`src/hw/bcx_pkg.sv`:
```
// Package for the bit, residual, translate and list-add execution datapath
package bcx_pkg;

	// Opcodes handled by the datapath
	localparam logic [7:0] OP_TEST_BIT = 8'h74;
	localparam logic [7:0] OP_SET_BIT = 8'h75;
	localparam logic [7:0] OP_CLEAR_BIT = 8'h76;
	localparam logic [7:0] OP_INVERT_BIT = 8'h77;
	localparam logic [7:0] OP_CHECK_TWELVE = 8'h5e;
	localparam logic [7:0] OP_CHECK_SIXTEEN = 8'h5f;
	localparam logic [7:0] OP_TRANSLATE = 8'he7;
	localparam logic [7:0] OP_LIST_TOP = 8'h64;
	localparam logic [7:0] OP_LIST_BOTTOM = 8'h65;

	// Reflected generator constants and bit counts for the residuals
	localparam logic [15:0] POLY_TWELVE = 16'h0f01;
	localparam logic [15:0] POLY_SIXTEEN = 16'ha001;
	localparam logic [3:0] BITS_TWELVE = 4'h6;
	localparam logic [3:0] BITS_SIXTEEN = 4'h8;

	// Condition code patterns (C V G L)
	localparam logic [3:0] CC_ZERO = 4'h0;
	localparam logic [3:0] CC_GREATER = 4'h2;
	localparam logic [3:0] CC_OVERFLOW = 4'h4;

	// List header layout: byte offsets from the list base
	localparam logic [23:0] HDR_SLOTS_OFS = 24'h000000;
	localparam logic [23:0] HDR_USED_OFS = 24'h000002;
	localparam logic [23:0] HDR_TOP_OFS = 24'h000004;
	localparam logic [23:0] HDR_BOTTOM_OFS = 24'h000006;
	localparam logic [23:0] LIST_SLOT0_OFS = 24'h000008;

	// Memory access sizes
	typedef enum logic [1:0] {
		SZ_BYTE = 2'h0,
		SZ_HALF = 2'h1,
		SZ_WORD = 2'h2
	} bcx_size_type;

	// Request from the processor
	typedef struct packed {
		logic [7:0] opcode;
		logic [31:0] operand;
		logic [23:0] address;
	} bcx_cmd_type;

	// Memory request toward main memory
	typedef struct packed {
		logic write;
		bcx_size_type size;
		logic [23:0] address;
		logic [31:0] data;
	} bcx_mem_type;

	// Result returned to the processor
	typedef struct packed {
		logic [3:0] cc;
		logic ccWrite;
		logic [31:0] regValue;
		logic regWrite;
		logic [23:0] branchTarget;
		logic branch;
	} bcx_result_type;

endpackage

```
`src/hw/bcx_exec.sv`:
```
// Execution datapath for bit, residual, translate and list-add operations
//
// Behaviour
// - Register value is bit offset from operand byte address, bit 0 leftmost.
// - Test bit reports bit state in condition code, changes nothing.
// - Set bit writes the addressed bit to one, others unchanged.
// - Clear bit forces the addressed bit to zero, others unchanged.
// - Invert bit complements the addressed bit, others unchanged.
// - Bit operations give code 0010 if bit was one, else 0000.
// - Residual ops fold register bits 24:31 into memory halfword, write back.
// - Twelve-bit residual uses six low character bits and constant 0f01.
// - Sixteen-bit residual uses all eight character bits and constant a001.
// - Residual ops leave register and condition code unchanged.
// - Read table pointer; 256 halfword entries indexed by twice character.
// - Entry bit 0 set loads entry bits 8:15 zero-extended into register.
// - Entry bit 0 clear branches to entry bits 1:15 shifted left one.
// - Tally equal to slot count: overflow set, nothing inserted.
// - Otherwise tally increments, pointer updates, register word is stored.
// - Top add decrements top pointer, wrapping zero to maximum slot.
// - Bottom add stores at bottom pointer, then increments with wrap.
// - List code 0100 on overflow, else 0000; header after element.
`timescale 1ns/1ps

module bcx_exec (
	input wire logic core_clk,
	input wire logic resetn,
	input wire bcx_pkg::bcx_cmd_type cmd,
	input wire logic cmdValid,
	output logic cmdReady,
	output bcx_pkg::bcx_mem_type memReq,
	output logic memValid,
	input wire logic memReady,
	input wire logic [31:0] memReadData,
	input wire logic memReadValid,
	output bcx_pkg::bcx_result_type result,
	output logic resultValid
);
	import bcx_pkg::*;

	typedef enum logic [8:0] {
		ST_IDLE = 9'h001,
		ST_READ = 9'h002,
		ST_WAIT = 9'h004,
		ST_READ2 = 9'h008,
		ST_WAIT2 = 9'h010,
		ST_HDR = 9'h020,
		ST_WAITH = 9'h040,
		ST_WRITE = 9'h080,
		ST_DONE = 9'h100
	} bcx_state_type;

	bcx_state_type state_reg, state_next;
	bcx_cmd_type cmd_reg, cmd_next;
	bcx_mem_type mem_reg, mem_next;
	logic memValid_reg, memValid_next;
	bcx_result_type res_reg, res_next;
	logic resValid_reg, resValid_next;
	logic [31:0] word_reg, word_next;
	logic [15:0] slots_reg, slots_next;
	logic [15:0] used_reg, used_next;
	logic [15:0] top_reg, top_next;
	logic [15:0] bottom_reg, bottom_next;
	logic [2:0] step_reg, step_next;

	// Derived values for the bit, residual and list operations
	logic [23:0] byteAddr;
	logic [2:0] bitPos;
	logic oldBit;
	logic [7:0] bitMask;
	logic [7:0] newByte;
	logic isBitOp, isCheck, isList, isTop;
	logic [15:0] residual;
	logic [15:0] newTop, newBottom, slotIndex;

	assign isBitOp = (cmd_reg.opcode[7:2] == OP_TEST_BIT[7:2]);
	assign isCheck = (cmd_reg.opcode == OP_CHECK_TWELVE) ||
		(cmd_reg.opcode == OP_CHECK_SIXTEEN);
	assign isList = (cmd_reg.opcode == OP_LIST_TOP) ||
		(cmd_reg.opcode == OP_LIST_BOTTOM);
	assign isTop = (cmd_reg.opcode == OP_LIST_TOP);

	// Byte holding the bit and its left-to-right position
	assign byteAddr = cmd_reg.address + cmd_reg.operand[26:3];
	assign bitPos = cmd_reg.operand[2:0];
	assign bitMask = 8'h80 >> bitPos;
	assign oldBit = |(word_reg[7:0] & bitMask);

	// Modified byte for set, clear and invert
	always_comb begin
		case (cmd_reg.opcode)
			OP_SET_BIT: newByte = word_reg[7:0] | bitMask;
			OP_CLEAR_BIT: newByte = word_reg[7:0] & ~bitMask;
			OP_INVERT_BIT: newByte = word_reg[7:0] ^ bitMask;
			default: newByte = word_reg[7:0];
		endcase
	end

	// Reflected residual fold, one bit of the character per step
	always_comb begin
		logic [15:0] r;
		logic [15:0] poly;
		logic [3:0] count;
		logic [7:0] ch;
		r = word_reg[15:0];
		poly = (cmd_reg.opcode == OP_CHECK_TWELVE) ?
			POLY_TWELVE : POLY_SIXTEEN;
		count = (cmd_reg.opcode == OP_CHECK_TWELVE) ?
			BITS_TWELVE : BITS_SIXTEEN;
		ch = (cmd_reg.opcode == OP_CHECK_TWELVE) ?
			{2'h0, cmd_reg.operand[5:0]} : cmd_reg.operand[7:0];
		r = r ^ {8'h00, ch};
		for (int i = 0; i < 8; i++) begin
			if (4'(i) < count) begin
				if (r[0]) begin
					r = (r >> 1) ^ poly;
				end else begin
					r = r >> 1;
				end
			end
		end
		residual = r;
	end

	// List pointer arithmetic with wrap
	assign newTop = (top_reg == 16'h0000) ? (slots_reg - 16'h0001) :
		(top_reg - 16'h0001);
	assign newBottom = ((bottom_reg + 16'h0001) > (slots_reg - 16'h0001)) ?
		16'h0000 : (bottom_reg + 16'h0001);
	assign slotIndex = isTop ? newTop : bottom_reg;

	// Sequencer: memory reads, compute, writes, result
	always_comb begin
		state_next = state_reg;
		cmd_next = cmd_reg;
		mem_next = mem_reg;
		memValid_next = memValid_reg;
		res_next = res_reg;
		resValid_next = 1'b0;
		word_next = word_reg;
		slots_next = slots_reg;
		used_next = used_reg;
		top_next = top_reg;
		bottom_next = bottom_reg;
		step_next = step_reg;
		if (memValid_reg && memReady) begin
			memValid_next = 1'b0;
		end
		case (state_reg)
			ST_IDLE: begin
				if (cmdValid) begin
					cmd_next = cmd;
					step_next = 3'h0;
					res_next = '0;
					state_next = ST_READ;
				end
			end
			ST_READ: begin
				// First read: bit byte, residual, table pointer or header
				memValid_next = 1'b1;
				mem_next.write = 1'b0;
				mem_next.data = 32'h00000000;
				if (isBitOp) begin
					mem_next.size = SZ_BYTE;
					mem_next.address = byteAddr;
				end else if (isCheck) begin
					mem_next.size = SZ_HALF;
					mem_next.address = cmd_reg.address;
				end else begin
					mem_next.size = SZ_WORD;
					mem_next.address = cmd_reg.address + (isList ?
						HDR_SLOTS_OFS : 24'h000000);
				end
				state_next = ST_WAIT;
			end
			ST_WAIT: begin
				if (memReadValid) begin
					word_next = memReadData;
					if (isList) begin
						slots_next = memReadData[31:16];
						used_next = memReadData[15:0];
						state_next = ST_HDR;
					end else if (isBitOp || isCheck) begin
						state_next = ST_WRITE;
					end else begin
						state_next = ST_READ2;
					end
				end
			end
			ST_READ2: begin
				// Table entry at pointer plus twice the character
				memValid_next = 1'b1;
				mem_next.write = 1'b0;
				mem_next.size = SZ_HALF;
				mem_next.address = word_reg[23:0] +
					{15'h0000, cmd_reg.operand[7:0], 1'b0};
				state_next = ST_WAIT2;
			end
			ST_WAIT2: begin
				if (memReadValid) begin
					if (memReadData[15]) begin
						res_next.regValue = {24'h000000, memReadData[7:0]};
						res_next.regWrite = 1'b1;
					end else begin
						res_next.branchTarget =
							{8'h00, memReadData[14:0], 1'b0};
						res_next.branch = 1'b1;
					end
					state_next = ST_DONE;
				end
			end
			ST_HDR: begin
				// Second header word holds the two pointers
				if (step_reg == 3'h0) begin
					memValid_next = 1'b1;
					mem_next.write = 1'b0;
					mem_next.size = SZ_WORD;
					mem_next.address = cmd_reg.address + HDR_TOP_OFS;
					step_next = 3'h1;
					state_next = ST_WAITH;
				end else if (used_reg == slots_reg) begin
					res_next.cc = CC_OVERFLOW;
					res_next.ccWrite = 1'b1;
					state_next = ST_DONE;
				end else begin
					state_next = ST_WRITE;
				end
			end
			ST_WAITH: begin
				if (memReadValid) begin
					top_next = memReadData[31:16];
					bottom_next = memReadData[15:0];
					state_next = ST_HDR;
				end
			end
			ST_WRITE: begin
				// Writes issue one at a time once memory took the last one
				if (!memValid_reg || memReady) begin
					memValid_next = 1'b1;
					mem_next.write = 1'b1;
					state_next = ST_WRITE;
					if (isBitOp) begin
						res_next.cc = oldBit ? CC_GREATER : CC_ZERO;
						res_next.ccWrite = 1'b1;
						if (cmd_reg.opcode == OP_TEST_BIT) begin
							memValid_next = 1'b0;
						end else begin
							mem_next.size = SZ_BYTE;
							mem_next.address = byteAddr;
							mem_next.data = {24'h000000, newByte};
						end
						state_next = ST_DONE;
					end else if (isCheck) begin
						// Register and code untouched
						mem_next.size = SZ_HALF;
						mem_next.address = cmd_reg.address;
						mem_next.data = {16'h0000, residual};
						state_next = ST_DONE;
					end else begin
						step_next = step_reg + 3'h1;
						case (step_reg)
							3'h1: begin
								// Element first, header afterwards
								mem_next.size = SZ_WORD;
								mem_next.address = cmd_reg.address +
									LIST_SLOT0_OFS + {6'h00, slotIndex, 2'h0};
								mem_next.data = cmd_reg.operand;
							end
							3'h2: begin
								mem_next.size = SZ_HALF;
								mem_next.address = cmd_reg.address + HDR_USED_OFS;
								mem_next.data = {16'h0000, used_reg + 16'h0001};
							end
							default: begin
								mem_next.size = SZ_HALF;
								mem_next.address = cmd_reg.address +
									(isTop ? HDR_TOP_OFS : HDR_BOTTOM_OFS);
								mem_next.data = {16'h0000,
									isTop ? newTop : newBottom};
								res_next.cc = CC_ZERO;
								res_next.ccWrite = 1'b1;
								state_next = ST_DONE;
							end
						endcase
					end
				end
			end
			ST_DONE: begin
				// Result waits until the last write is taken
				if (!memValid_reg || memReady) begin
					resValid_next = 1'b1;
					state_next = ST_IDLE;
				end
			end
			default: state_next = ST_IDLE;
		endcase
	end

	// State registers
	always_ff @(posedge core_clk or negedge resetn) begin
		if (!resetn) begin
			state_reg <= ST_IDLE;
			cmd_reg <= '0;
			mem_reg <= '0;
			memValid_reg <= 1'b0;
			res_reg <= '0;
			resValid_reg <= 1'b0;
			word_reg <= 32'h00000000;
			slots_reg <= 16'h0000;
			used_reg <= 16'h0000;
			top_reg <= 16'h0000;
			bottom_reg <= 16'h0000;
			step_reg <= 3'h0;
		end else begin
			state_reg <= state_next;
			cmd_reg <= cmd_next;
			mem_reg <= mem_next;
			memValid_reg <= memValid_next;
			res_reg <= res_next;
			resValid_reg <= resValid_next;
			word_reg <= word_next;
			slots_reg <= slots_next;
			used_reg <= used_next;
			top_reg <= top_next;
			bottom_reg <= bottom_next;
			step_reg <= step_next;
		end
	end

	assign cmdReady = (state_reg == ST_IDLE);
	assign memReq = mem_reg;
	assign memValid = memValid_reg;
	assign result = res_reg;
	assign resultValid = resValid_reg;

endmodule

```
`config.mk`:
```
export PLATFORM = sky130hd
export DESIGN_NAME = bcx_exec
export DESIGN_NICKNAME = d
export VERILOG_FILES = /design/src/hw/bcx_pkg.sv /design/src/hw/bcx_exec.sv
export SDC_FILE = /design/constraint.sdc
export NUM_CORES = 1
export LEC_CHECK = 0
export BUFFER_PORTS_ARGS = -buffer_cell sky130_fd_sc_hd__buf_2
export CAP_MARGIN = 20
export CELL_PAD_IN_SITES_DETAIL_PLACEMENT = 0
export CELL_PAD_IN_SITES_GLOBAL_PLACEMENT = 1
export CORE_MARGIN = 10
export CORE_UTILIZATION = 31
export CTS_CLUSTER_SIZE = 24
export DETAILED_ROUTE_END_ITERATION = 10
export GPL_TIMING_DRIVEN = 0
export PLACE_DENSITY = 0.67
export SYNTH_ARGS = -nofsm -noshare
export SYNTH_HDL_FRONTEND = slang
export SYNTH_SLANG_ARGS = --single-unit
export TNS_END_PERCENT = 5
```
`constraint.sdc`:
```
create_clock -name core_clk -period 7.44 [get_ports core_clk]
set_input_delay 1.488 -clock core_clk [delete_from_list [all_inputs] [get_ports core_clk]]
set_output_delay 1.488 -clock core_clk [all_outputs]
set_load 0.05 [all_outputs]
```
==> metrics.md, run 1 <==
| Metric | Value |
|---|---|
| Status | finished, final reports clean |
| Post_cts resized | 0 |
| YS warnings | 0 |
| Final GP Congestion | 0.964 |
| Placed Instance Area | 20900 um2 |
| Max Slew Vio Count | 0 |
| Initial antenna violation count | 0 |
| Root Buffer | clkbuf_16 |
| Average size of a mapped cell | 8.51 um2 |
| Global Route Usage Sum | 0.235 |
| Placed insts | 3212 |
| Initial Util | 0.312 |
| Crit Path Max Fanout | 10 |
| Mapped cell area | 18800 um2 |
| Final Cycle Share | 0.824 |
| # H-tree levels | 2 |
| Largest register FFs | 61 |
| P per Cell Area | 399 nW/um2 |
| Yosys top cell by area | dfrtp_1 |
| Worst reg-to-reg setup slack | 1.31 ns |
| Crit end category | flip-flop |
| Row count | 90 |
| Crit-path cells | nor4_2 -> buf_4 -> nor2b_1 -> clkbuf_1 -> clkbuf_1 -> nand3_1 -> a21boi_0 -> ha_1 -> inv_1 -> ha_1 -> inv_1 -> fa_1 -> nor2b_1 -> o31a_1 -> o2111ai_1 -> a211oi_1 -> or2_2 -> mux2_2 -> a211oi_1 -> nor3_1 |
| Core Footprint | 60100 um2 |
| Worst vdd ir | 151 uV |
| Setup TNS | 0 ns |
| Routed len/inst | 26.0 um |
| Relative slew margins | 0.257 |
| Syn Inst Count | 2204 |
| Grt ovf | 0 |
| First-pass GRT wire length | 123 mm |
| Vias in the first global route | 18.0k |
| Via Count | 18.0k |
| Startpoint Class | flip-flop |
| Vias per cell | 5.49 |
| Worst Skew | 0.0178 ns |
| Pin count of the biggest net entering global routing | 116 |
| Clock Latency Late Sink | 0.57 ns |
| Slowest-stage cell, CP | clkbuf_1 |
| Post-DP HPWL | 67.8 mm |
| Final setup fails | 0 |
| Yosys top cell area share | 0.336 |
| Clock buffer depth | 3 |
| Die area | 70800 um2 |
| Top_reg_cell synth | dfrtp_1 |
| Yosys cell types | 103 |
| Final Cell Area | 22100 um2 |
| Leak | 10.4 nW |
| Final std cells w/o fill | 3277 |
| Worst-margin pin slew | 1.11 ns |
| Post-CTS setup buffers | 0 |
| Crit path time final | 6.13 ns |
| Area delta synth->final | 17.9% |
| Min Hold Slack | 0.457 ns |
| Post-synth top cells | 408 x nand2_1, 252 x dfrtp_1, 140 x o21ai_0, 126 x nor2_1, 114 x ha_1 |
| IO Count | 226 |
| I/O Buffers | 189 |
| CTS tree | built |
| Antenna-violating nets left | 0 |
| CTS buffer count | 35 |
| CP Class | reg -> reg |
| RSZ-0062 raised after global routing | false |
| Hold Path Class | reg -> reg |
| Residual DRC count | 0 |
| Slowest cell delay on critical path | 0.56 ns |
| Worst EP arrival | 6.56 ns |
| Drt first-iter violations | 1472 |
| # hold bufs at CTS | 0 |
| Area contributors post-synth | dfrtp_1 34%, nand2_1 8.2%, ha_1 7.6% |
| Post-layout util | 0.368 |
| Proportion of layout cells with a drive suffix above 1 | 0.181 |
| DIE WIDTH | 266 um |
| Number of synthesized register bits | 253 |
| Reg clk slew, reported paths | 0.06 ns |
| Ys async rst share | 1.00 |
| CTS Sinks | 253 |
| Most frequent cell after synthesis | nand2_1 |
| Die H | 266 um |
| Sequential-to-total area share from yosys stat | 0.337 |
| Post-synth EDFFs | 0 |
| Fmax | 163 MHz |
| DRT Wirelength | 85.2 mm |
| 1st-pass router iterations | 6 |
| Final Hold Viols | 0 |
| Nets@finish | 2687 |
| Worst EP required | 7.88 ns |
| Maxcap violations | 0 |
[report_power, final]
group	switching (mW)	total [mW]	internal, mW
clock	0.692	1.78	1.09
combinational	3.20	4.89	1.69
sequential	0.464	2.16	1.70
total	4.36	8.84	4.48
[metal layers]
metal	global-route usage	up-vias	wire (um)
li1	-	8311	-
met1	0.294	8911	36600
met2	0.396	634	40300
met3	0.0379	142	4820
met4	0.0981	0	3470
met5	0	-	0
[critical path, delay by kind of cell (launching register included)]
| family | cells | cell delay [ns] |
|---|---|---|
| AO/OA/AOI/OAI | 5 | 1.41 |
| flip-flops | 1 | 0.49 |
| multiplexers | 1 | 0.34 |
| adder cells (fa/ha/maj) | 3 | 0.93 |
| AND/OR/NAND/NOR | 6 | 1.39 |
| buffers and inverters | 5 | 1.39 |
[final cells by class]
type	count	area (um2)
Clock buffer	51	1020
Tap cell	782	978
Multi-Input combinational cell	1763	11500
Fill cell	6349	38000
Inverter	57	214
Antenna cell	1	2.50
Timing Repair Buffer	193	1030
Clock inverter	12	184
Sequential cell	253	6330
Buffer	165	837
[final timing paths]
check,start,cells past startpoint,end
worst max-delay path,cmd_reg[57],20,memReq[53]
max in group asynchronous,resetn,2,top_reg[7]
worst min register to register,memReq[24],2,memReq[24]
min in group asynchronous,resetn,1,cmd_reg[58]
worst min-delay path,memReq[24],2,memReq[24]
worst max register to register,cmd_reg[57],20,memReq[53]
[cell usage in the layout (no fill, tap or decap), types with 36 or more instances in the layout]
cell / netlist / final
nand2_1: 408 / 408
dfrtp_1: 252 / 252
inv_1: 56 / 56
xnor2_1: 103 / 103
o21ai_0: 140 / 140
mux2_2: 83 / 83
buf_4: 39 / 40
nand3_1: 55 / 55
nor2_1: 126 / 126
nor3_1: 49 / 48
clkbuf_1: 88 / 97
buf_2: 25 / 213
clkbuf_16: 0 / 36
ha_1: 114 / 114
xor2_1: 72 / 72
a21oi_1: 98 / 98
[kinds of logic after synthesis]
family / after synthesis / share of synthesized area
compound gates: 502 / 0.173
xor+xnor: 180 / 0.0863
fa+ha+maj: 118 / 0.0803
buf+inv: 222 / 0.0560
flops: 253 / 0.337
mux: 100 / 0.0590
other cells: 1 / 0.000200
simple gates: 828 / 0.208
[per-stage QoR]
stage / setup slack, ns / power [mW]
3_3_place_gp: 0.00720 / 6.95
2_1_floorplan: 2.81 / 5.36
4_1_cts: 1.32 / 8.84
3_5_place_dp: 1.36 / 7.01
6_report: 1.31 / 8.84
5_1_grt: 0.938 / 9.36
(Power assumes the default switching activity.)
==> run 2, diff against run 1 <==
- ABC_AREA: not set -> 1
- PLACE_DENSITY: 0.67 -> 0.69
- clock period: 7.44 -> 6.1 ns (I/O delays scaled with it)
==> run 2 against run 1 <==
  * Worst setup slack worse by 0.71 ns
  * Routed wire length up 4.3%
  * Die area rose by 3.7%
  * Critical endpoint is now memReq[51]
  * Synthesized cell count increased by 27%
  * Largest power group unchanged
  * Core utilization is 0.12 points higher
  * Maximum frequency increased by 11%
  * First-iteration DRC count rose by 11%
  * Combinational power rose by 28%
  * Worst hold slack better by 0.018 ns
  * Clock skew rose by 0.0027 ns
  * Critical path depth up 7
  * Critical path type unchanged
  * Register-to-register slack lost 0.71 ns
==> metrics.md, run 2 <==
| Metric | Value |
|---|---|
| Worst Skew | 0.0205 ns (+0.00269 ns) |
| Psw | 5.90 mW (+35%) |
| Status | finished, final reports clean |
| CTS Sinks | 253 (unchanged) |
| Nets@finish | 3277 (+22%) |
| Reg2reg path depth | 27 (+35%) |
| Core Footprint | 62100 um2 (+3.2%) |
| Worst vdd ir | 235 uV (+55%) |
| 1st-pass router iterations | 8 (+2) |
| Yosys top cell area share | 0.323 (-0.0131) |
| RSZ-0062 raised after global routing | false |
| CTS tree | built |
| Worst setup path end | memReq[51] |
| Root Buffer | clkbuf_16 |
| # H-tree levels | 2 (unchanged) |
| # hold bufs at CTS | 0 (unchanged) |
| Maxcap violations | 0 (unchanged) |
| Max Slew Vio Count | 0 (unchanged) |
| Worst setup margin | 0.605 ns (-0.708 ns) |
| Yosys top cell by area | dfrtp_1 |
| Row count | 91 (+1.1%) |
| P per Cell Area | 486 nW/um2 (+22%) |
| Crit path from | cmd_reg[59] |
| GRT met1 Usage | 0.317 (+0.0233) |
| YS warnings | 0 (unchanged) |
| Clock buffer depth | 3 (unchanged) |
| Area delta synth->final | 17.3% |
| Worst EP arrival | 5.93 ns (-0.63 ns) |
| Most frequent cell after synthesis | nand2_1 |
| CTS buffer count | 34 (-2.9%) |
| Clock Latency Late Sink | 0.57 ns (about the same) |
| Die H | 271 um (+1.9%) |
| Fillers | 6725 (+5.9%) |
| Post-synth EDFFs | 0 (unchanged) |
| First-pass GRT wire length | 131 mm (+6.8%) |
| Seq pwr share | 0.245 (about the same) |
| Vias per cell | 5.18 (-5.7%) |
| Leak | 11.5 nW (+9.7%) |
| Top_reg_cell synth | dfrtp_1 |
| Reg clk slew, reported paths | 0.06 ns (about the same) |
| GRT busiest layer | met2 |
| Net Sw Frac | 0.530 (+0.0372) |
| Relative slew margins | 0.333 (+0.0760) |
| DIE WIDTH | 271 um (+1.9%) |
| Sequential-to-total area share from yosys stat | 0.324 (-0.0131) |
| Commonest non-fill, non-tap cell in the layout | nand2_1 |
| Antenna cells | 0 (-1) |
| Grt ovf | 0 (unchanged) |
| Antenna-violating nets left | 0 (unchanged) |
| Worst reg-to-reg setup slack | 0.60 ns (-0.71 ns) |
| Worst-margin pin slew | 0.997 ns (-0.118 ns) |
| Mapped cell area | 19500 um2 (+4.0%) |
| Post-synth top cells | 663 x nand2_1, 345 x inv_1, 259 x o21ai_0, 252 x dfrtp_1, 231 x nor2_1 |
| I/O Buffers | 190 (+0.53%) |
| Hold Path Class | reg -> reg |
| GR Layer Usage met3 | 0.0322 (-0.00572) |
| Register area | 6330 um2 (unchanged) |
| Final std cells w/o fill | 3919 (+20%) |
| Post-layout util | 0.369 (+0.00119) |
| Residual DRC count | 0 (unchanged) |
| Reg-to-reg startpoint | cmd_reg[59] |
| Initial Util | 0.315 (+0.00258) |
| Routed len/inst | 22.7 um (-13%) |
| Fmax | 182 MHz (+11%) |
| Final Cycle Share | 0.901 (+0.0774) |
| Power, Total | 11.1 mW (+26%) |
| Crit path time final | 5.50 ns (-0.632 ns) |
| Post-CTS setup buffers | 0 (unchanged) |
| Met2 global-route usage | 0.382 (-0.0137) |
| Commonest cells after routing, fill and taps aside | 663 x nand2_1, 345 x inv_1, 259 x o21ai_0 |
| Hold depth | 2 (unchanged) |
| Average size of a mapped cell | 6.98 um2 (-18%) |
| Crit end category | flip-flop |
| Ys async rst share | 1.00 (unchanged) |
| CP Class | reg -> reg |
| Worst r2r dst | memReq[51] |
| Number of synthesized register bits | 253 (unchanged) |
| Drt first-iter violations | 1638 (+11%) |
| Clock share of power | 0.194 (-0.008) |
| Area contributors post-synth | dfrtp_1 32%, nand2_1 13%, ha_1 7.3% |
| Multi-input gate area | 11300 um2 (-1.8%) |
| DRT Wirelength | 88.8 mm (+4.3%) |
| Largest register FFs | 61 (unchanged) |
| Die area | 73400 um2 (+3.7%) |
| Final Hold Viols | 0 (unchanged) |
| Initial antenna violation count | 0 (unchanged) |
| Pin count of the biggest net entering global routing | 111 (-4.3%) |
| Internal power | 5.23 mW (+17%) |
| Min Hold Slack | 0.474 ns (+0.0176 ns) |
| Post-DP HPWL | 72.8 mm (+7.5%) |
| Yosys cell types | 61 (-41%) |
| Pre-CTS setup slack | 0.715 ns (-0.648 ns) |
| Combinational share of power | 0.561 (+0.008) |
| Final GP Congestion | 0.959 (-0.54%) |
| Placed insts | 3859 (+20%) |
| Proportion of layout cells with a drive suffix above 1 | 0.128 (-0.0533) |
| IO Count | 226 (unchanged) |
| Vias in the first global route | 20.0k (+12%) |
| Setup TNS | 0 ns (unchanged) |
| Startpoint Class | flip-flop |
| Via Count | 20.3k (+13%) |
| Final setup fails | 0 (unchanged) |
| Syn Inst Count | 2796 (+27%) |
| Worst EP required | 6.53 ns (-1.35 ns) |
| Post_cts resized | 0 (unchanged) |
| Global Route Usage Sum | 0.235 (about the same) |
| Crit Path Max Fanout | 10 (unchanged) |
| Final Cell Area | 22900 um2 (+3.5%) |
| Placed Instance Area | 21700 um2 (+3.9%) |
run 2: changes by cell type after synthesis, sizes merged, moves of 22 or more:
cell,before,now
clkbuf,90,53
o21ai,154,262
and3,22,0
inv,56,363
xnor2,105,22
nand2,408,673
a211oi,30,2
nor2,127,250
nand3,57,152
mux2,85,15
a21oi,98,196
run 2: final cells by class:
type	count	area share
multi-input cells	2091	0.494
flip-flops and latches	253	0.276
inverters	364	0.0596
well taps	837	0.0457
repair buffers	192	0.0444
clock buffers	42	0.0398
plain buffers	122	0.0279
clock inverters	18	0.0122
run 2: metal layers:
metal	part of all wire	vias to the layer above
li1	-	9698
met1	0.45	9759
met2	0.46	735
met3	0.060	112
met4	0.029	0
met5	0	-
run 2: power groups by stage:
| stage | Combinational, mW | Sequential (mW) | Clock, mW |
|---|---|---|---|
| after floorplan | 3.96 | 2.74 | 0 |
| after global placement | 6.13 | 2.76 | 0 |
| after detailed placement | 6.15 | 2.76 | 0 |
| after CTS | 6.18 | 2.73 | 2.21 |
| after global routing | 6.92 | 2.77 | 2.27 |
| final | 6.24 | 2.73 | 2.16 |
run 2: worst max-delay path, cell delays in order, from the launching register on:
cell and delay [ns]:
dfrtp_1 0.41, nor2_2 0.26, nand2_1 0.15, nor4_4 0.56, inv_2 0.10, nor2_2 0.27, buf_2 0.31, buf_2 0.28
o21ai_0 0.16, ha_1 0.30, inv_1 0.06, ha_1 0.24, inv_1 0.12, fa_1 0.41, inv_1 0.11, nand3_1 0.07
nand2_1 0.11, nand2_1 0.07, nand2_1 0.14, nand3_1 0.14, nand2_1 0.23, nand2_1 0.08, nand3_1 0.09, nand3_1 0.13
nand4_1 0.13, nand2_1 0.09, nor2_1 0.24, a21oi_1 0.08
run 2: worst min path at each step:
stage / start / to
2_1_floorplan: step_reg[2] / step_reg[2]
3_3_place_gp: memReq[12] / memReq[12]
3_5_place_dp: memReq[1] / memReq[1]
4_1_cts: memReq[1] / memReq[1]
5_1_grt: step_reg[2] / step_reg[2]
6_report: memReq[1] / memReq[1]
run 2: logic make-up (layout without fill, tap and decap cells):
family | Yosys count | in the layout | share of synthesized area
simple gates | 1228 | 1228 | 0.273
compound gates | 605 | 605 | 0.174
buf+inv | 486 | 738 | 0.103
flops | 253 | 253 | 0.324
fa+ha+maj | 118 | 118 | 0.0772
xor+xnor | 90 | 90 | 0.0404
mux | 15 | 15 | 0.00865
other cells | 1 | 35 | 0.000192
==> run 3, diff against run 2 <==
- CAP_MARGIN: 20 -> not set
- CORE_ASPECT_RATIO: not set -> 1.5
==> run 3 against run 2 <==
  * Combinational power increased by 2%
  * Register-to-register slack worse by 0.09 ns
  * Via count about the same
  * Die area rose by 0.28%
  * Critical path depth decreased by 3
  * Maximum frequency is 1.6% lower
  * Flip-flop and latch count unchanged
  * Global-route usage is 1.0 points higher
==> metrics.md, run 3 (synthesis results as in run 2) <==
| Metric | Value |
|---|---|
| Final setup fails | 0 (unchanged) |
| Status | finished, final reports clean |
| Reg clk slew, reported paths | 0.06 ns (about the same) |
| Clock Latency Late Sink | 0.61 ns (+0.04 ns) |
| DIE WIDTH | 225 um (-17%) |
| Core Footprint | 62400 um2 (+0.49%) |
| Worst Skew | 0.0343 ns (+0.0138 ns) |
| Leak | 11.4 nW (-0.95%) |
| First-pass GRT wire length | 134 mm (+2.2%) |
| Final Cycle Share | 0.915 (+0.0145) |
| Min Hold Slack | 0.477 ns (+0.00334 ns) |
| Root Buffer | clkbuf_16 |
| Initial Util | 0.313 (-0.00155) |
| CTS Sinks | 253 (unchanged) |
| RSZ-0062 raised after global routing | false |
| Final Hold Viols | 0 (unchanged) |
| Die H | 327 um (+21%) |
| Placed insts | 3820 (-1.0%) |
| Setup TNS | 0 ns (unchanged) |
| Startpoint Class | flip-flop |
| Nets@finish | 3271 (-0.18%) |
| CTS buffer count | 28 (-18%) |
| Crit path time final | 5.58 ns (+0.0885 ns) |
| Worst r2r dst | memReq[49] |
| Worst setup path end | memReq[49] |
| Drt first-iter violations | 1505 (-8.1%) |
| Crit end category | flip-flop |
| CP Class | reg -> reg |
| Largest register FFs | 61 (unchanged) |
| Final GP Congestion | 0.985 (+2.7%) |
| Worst vdd ir | 287 uV (+22%) |
| Residual DRC count | 0 (unchanged) |
| Post-DP HPWL | 77.5 mm (+6.5%) |
| Initial antenna violation count | 0 (unchanged) |
| Pre-CTS setup slack | 0.615 ns (-0.0994 ns) |
| I/O Buffers | 190 (unchanged) |
| P per Cell Area | 482 nW/um2 (-0.74%) |
| Routed len/inst | 24.0 um (+6.0%) |
| Fmax | 179 MHz (-1.6%) |
| Final std cells w/o fill | 3869 (-1.3%) |
| Worst setup margin | 0.516 ns (-0.0885 ns) |
| Via Count | 20.3k (-0.084%) |
| Maxcap violations | 0 (unchanged) |
| Antenna-violating nets left | 0 (unchanged) |
| Post_cts resized | 0 (unchanged) |
| Post-CTS setup buffers | 0 (unchanged) |
| Worst-margin pin slew | 1.28 ns (+0.287 ns) |
| Commonest non-fill, non-tap cell in the layout | nand2_1 |
| Commonest cells after routing, fill and taps aside | 663 x nand2_1, 345 x inv_1, 259 x o21ai_0 |
| Worst EP arrival | 6.09 ns (+0.16 ns) |
| Clock buffer depth | 3 (unchanged) |
| Die area | 73600 um2 (+0.28%) |
| Reg-to-reg startpoint | cmd_reg[59] |
| Worst EP required | 6.61 ns (+0.08 ns) |
| Row count | 112 (+23%) |
| DRT Wirelength | 93.0 mm (+4.7%) |
| Crit path from | cmd_reg[59] |
| Vias per cell | 5.24 (+1.2%) |
| Worst reg-to-reg setup slack | 0.52 ns (-0.09 ns) |
| # hold bufs at CTS | 0 (unchanged) |
| Area delta synth->final | 15.9% |
| Hold Path Class | reg -> reg |
| 1st-pass router iterations | 5 (-3) |
| Grt ovf | 0 (unchanged) |
| CTS tree | built |
| Crit Path Max Fanout | 10 (unchanged) |
| Global Route Usage Sum | 0.245 (+0.0100) |
| Vias in the first global route | 20.7k (+3.0%) |
| Relative slew margins | 0.144 (-0.189) |
| Reg2reg path depth | 24 (-11%) |
| Proportion of layout cells with a drive suffix above 1 | 0.125 (-0.00280) |
| IO Count | 226 (unchanged) |
| Max Slew Vio Count | 0 (unchanged) |
| Antenna cells | 0 (unchanged) |
| # H-tree levels | 1 (-1) |
| Pin count of the biggest net entering global routing | 104 (-6.3%) |
run 3: worst min-delay path by stage:
stage                      startpoint     endpoint  cells past startpoint
final                      memReq[13]   memReq[13]                      2
after global routing       memReq[13]   memReq[13]                      2
after CTS                  memReq[13]   memReq[13]                      2
after detailed placement   memReq[13]   memReq[13]                      2
after global placement     memReq[30]   memReq[30]                      2
after floorplan           step_reg[2]  step_reg[2]                      1
run 3: worst max-delay path, cell delays in order, from the launching register on:
cell and delay (ns):
dfrtp_1 0.47, nor2_2 0.23, nand2_1 0.13, nor4_4 0.42
inv_2 0.13, nor2_2 0.33, buf_2 0.33, buf_2 0.29
o21ai_0 0.21, ha_1 0.33, inv_1 0.06, ha_1 0.23
inv_1 0.11, fa_1 0.41, nor3_1 0.26, nor2_1 0.12
o21ai_0 0.37, nand2_1 0.13, nand3b_1 0.11, nand2_1 0.09
o21bai_1 0.32, nand2_1 0.10, nand2_1 0.08, nand2_1 0.07
a21boi_1 0.12
run 3: metrics by stage:
step / instance area (um2) / power [mW] / utilization
global placement: 21600 / 9.01 / 0.346
floorplan: 19700 / 6.70 / -
CTS: 22600 / 10.9 / 0.363
global route: 22600 / 11.6 / 0.363
detailed placement: 21700 / 9.04 / 0.347
finish: 22600 / 10.9 / 0.363
run 3: final cells by class:
type / count / area (um2)
clock inverter: 11 / 155
sequential: 253 / 6330
fill: 6767 / 39700
timing repair buffer: 192 / 1020
tap: 798 / 998
buffer: 122 / 638
inverter: 364 / 1370
multi-input combinational: 2091 / 11300
clock buffer: 38 / 798
run 3: metal layers:
layer,share of wire,GRT usage
met2,0.52,0.460
met4,0.070,0.153
met5,0,0
met1,0.37,0.251
met3,0.048,0.0298
run 3: power by group:
| part | switching (mW) | internal [mW] | total (mW) |
|---|---|---|---|
| logic | 4.48 | 1.86 | 6.34 |
| registers | 0.674 | 2.08 | 2.75 |
| clock network | 0.781 | 1.04 | 1.82 |
| total | 5.93 | 4.98 | 10.9 |
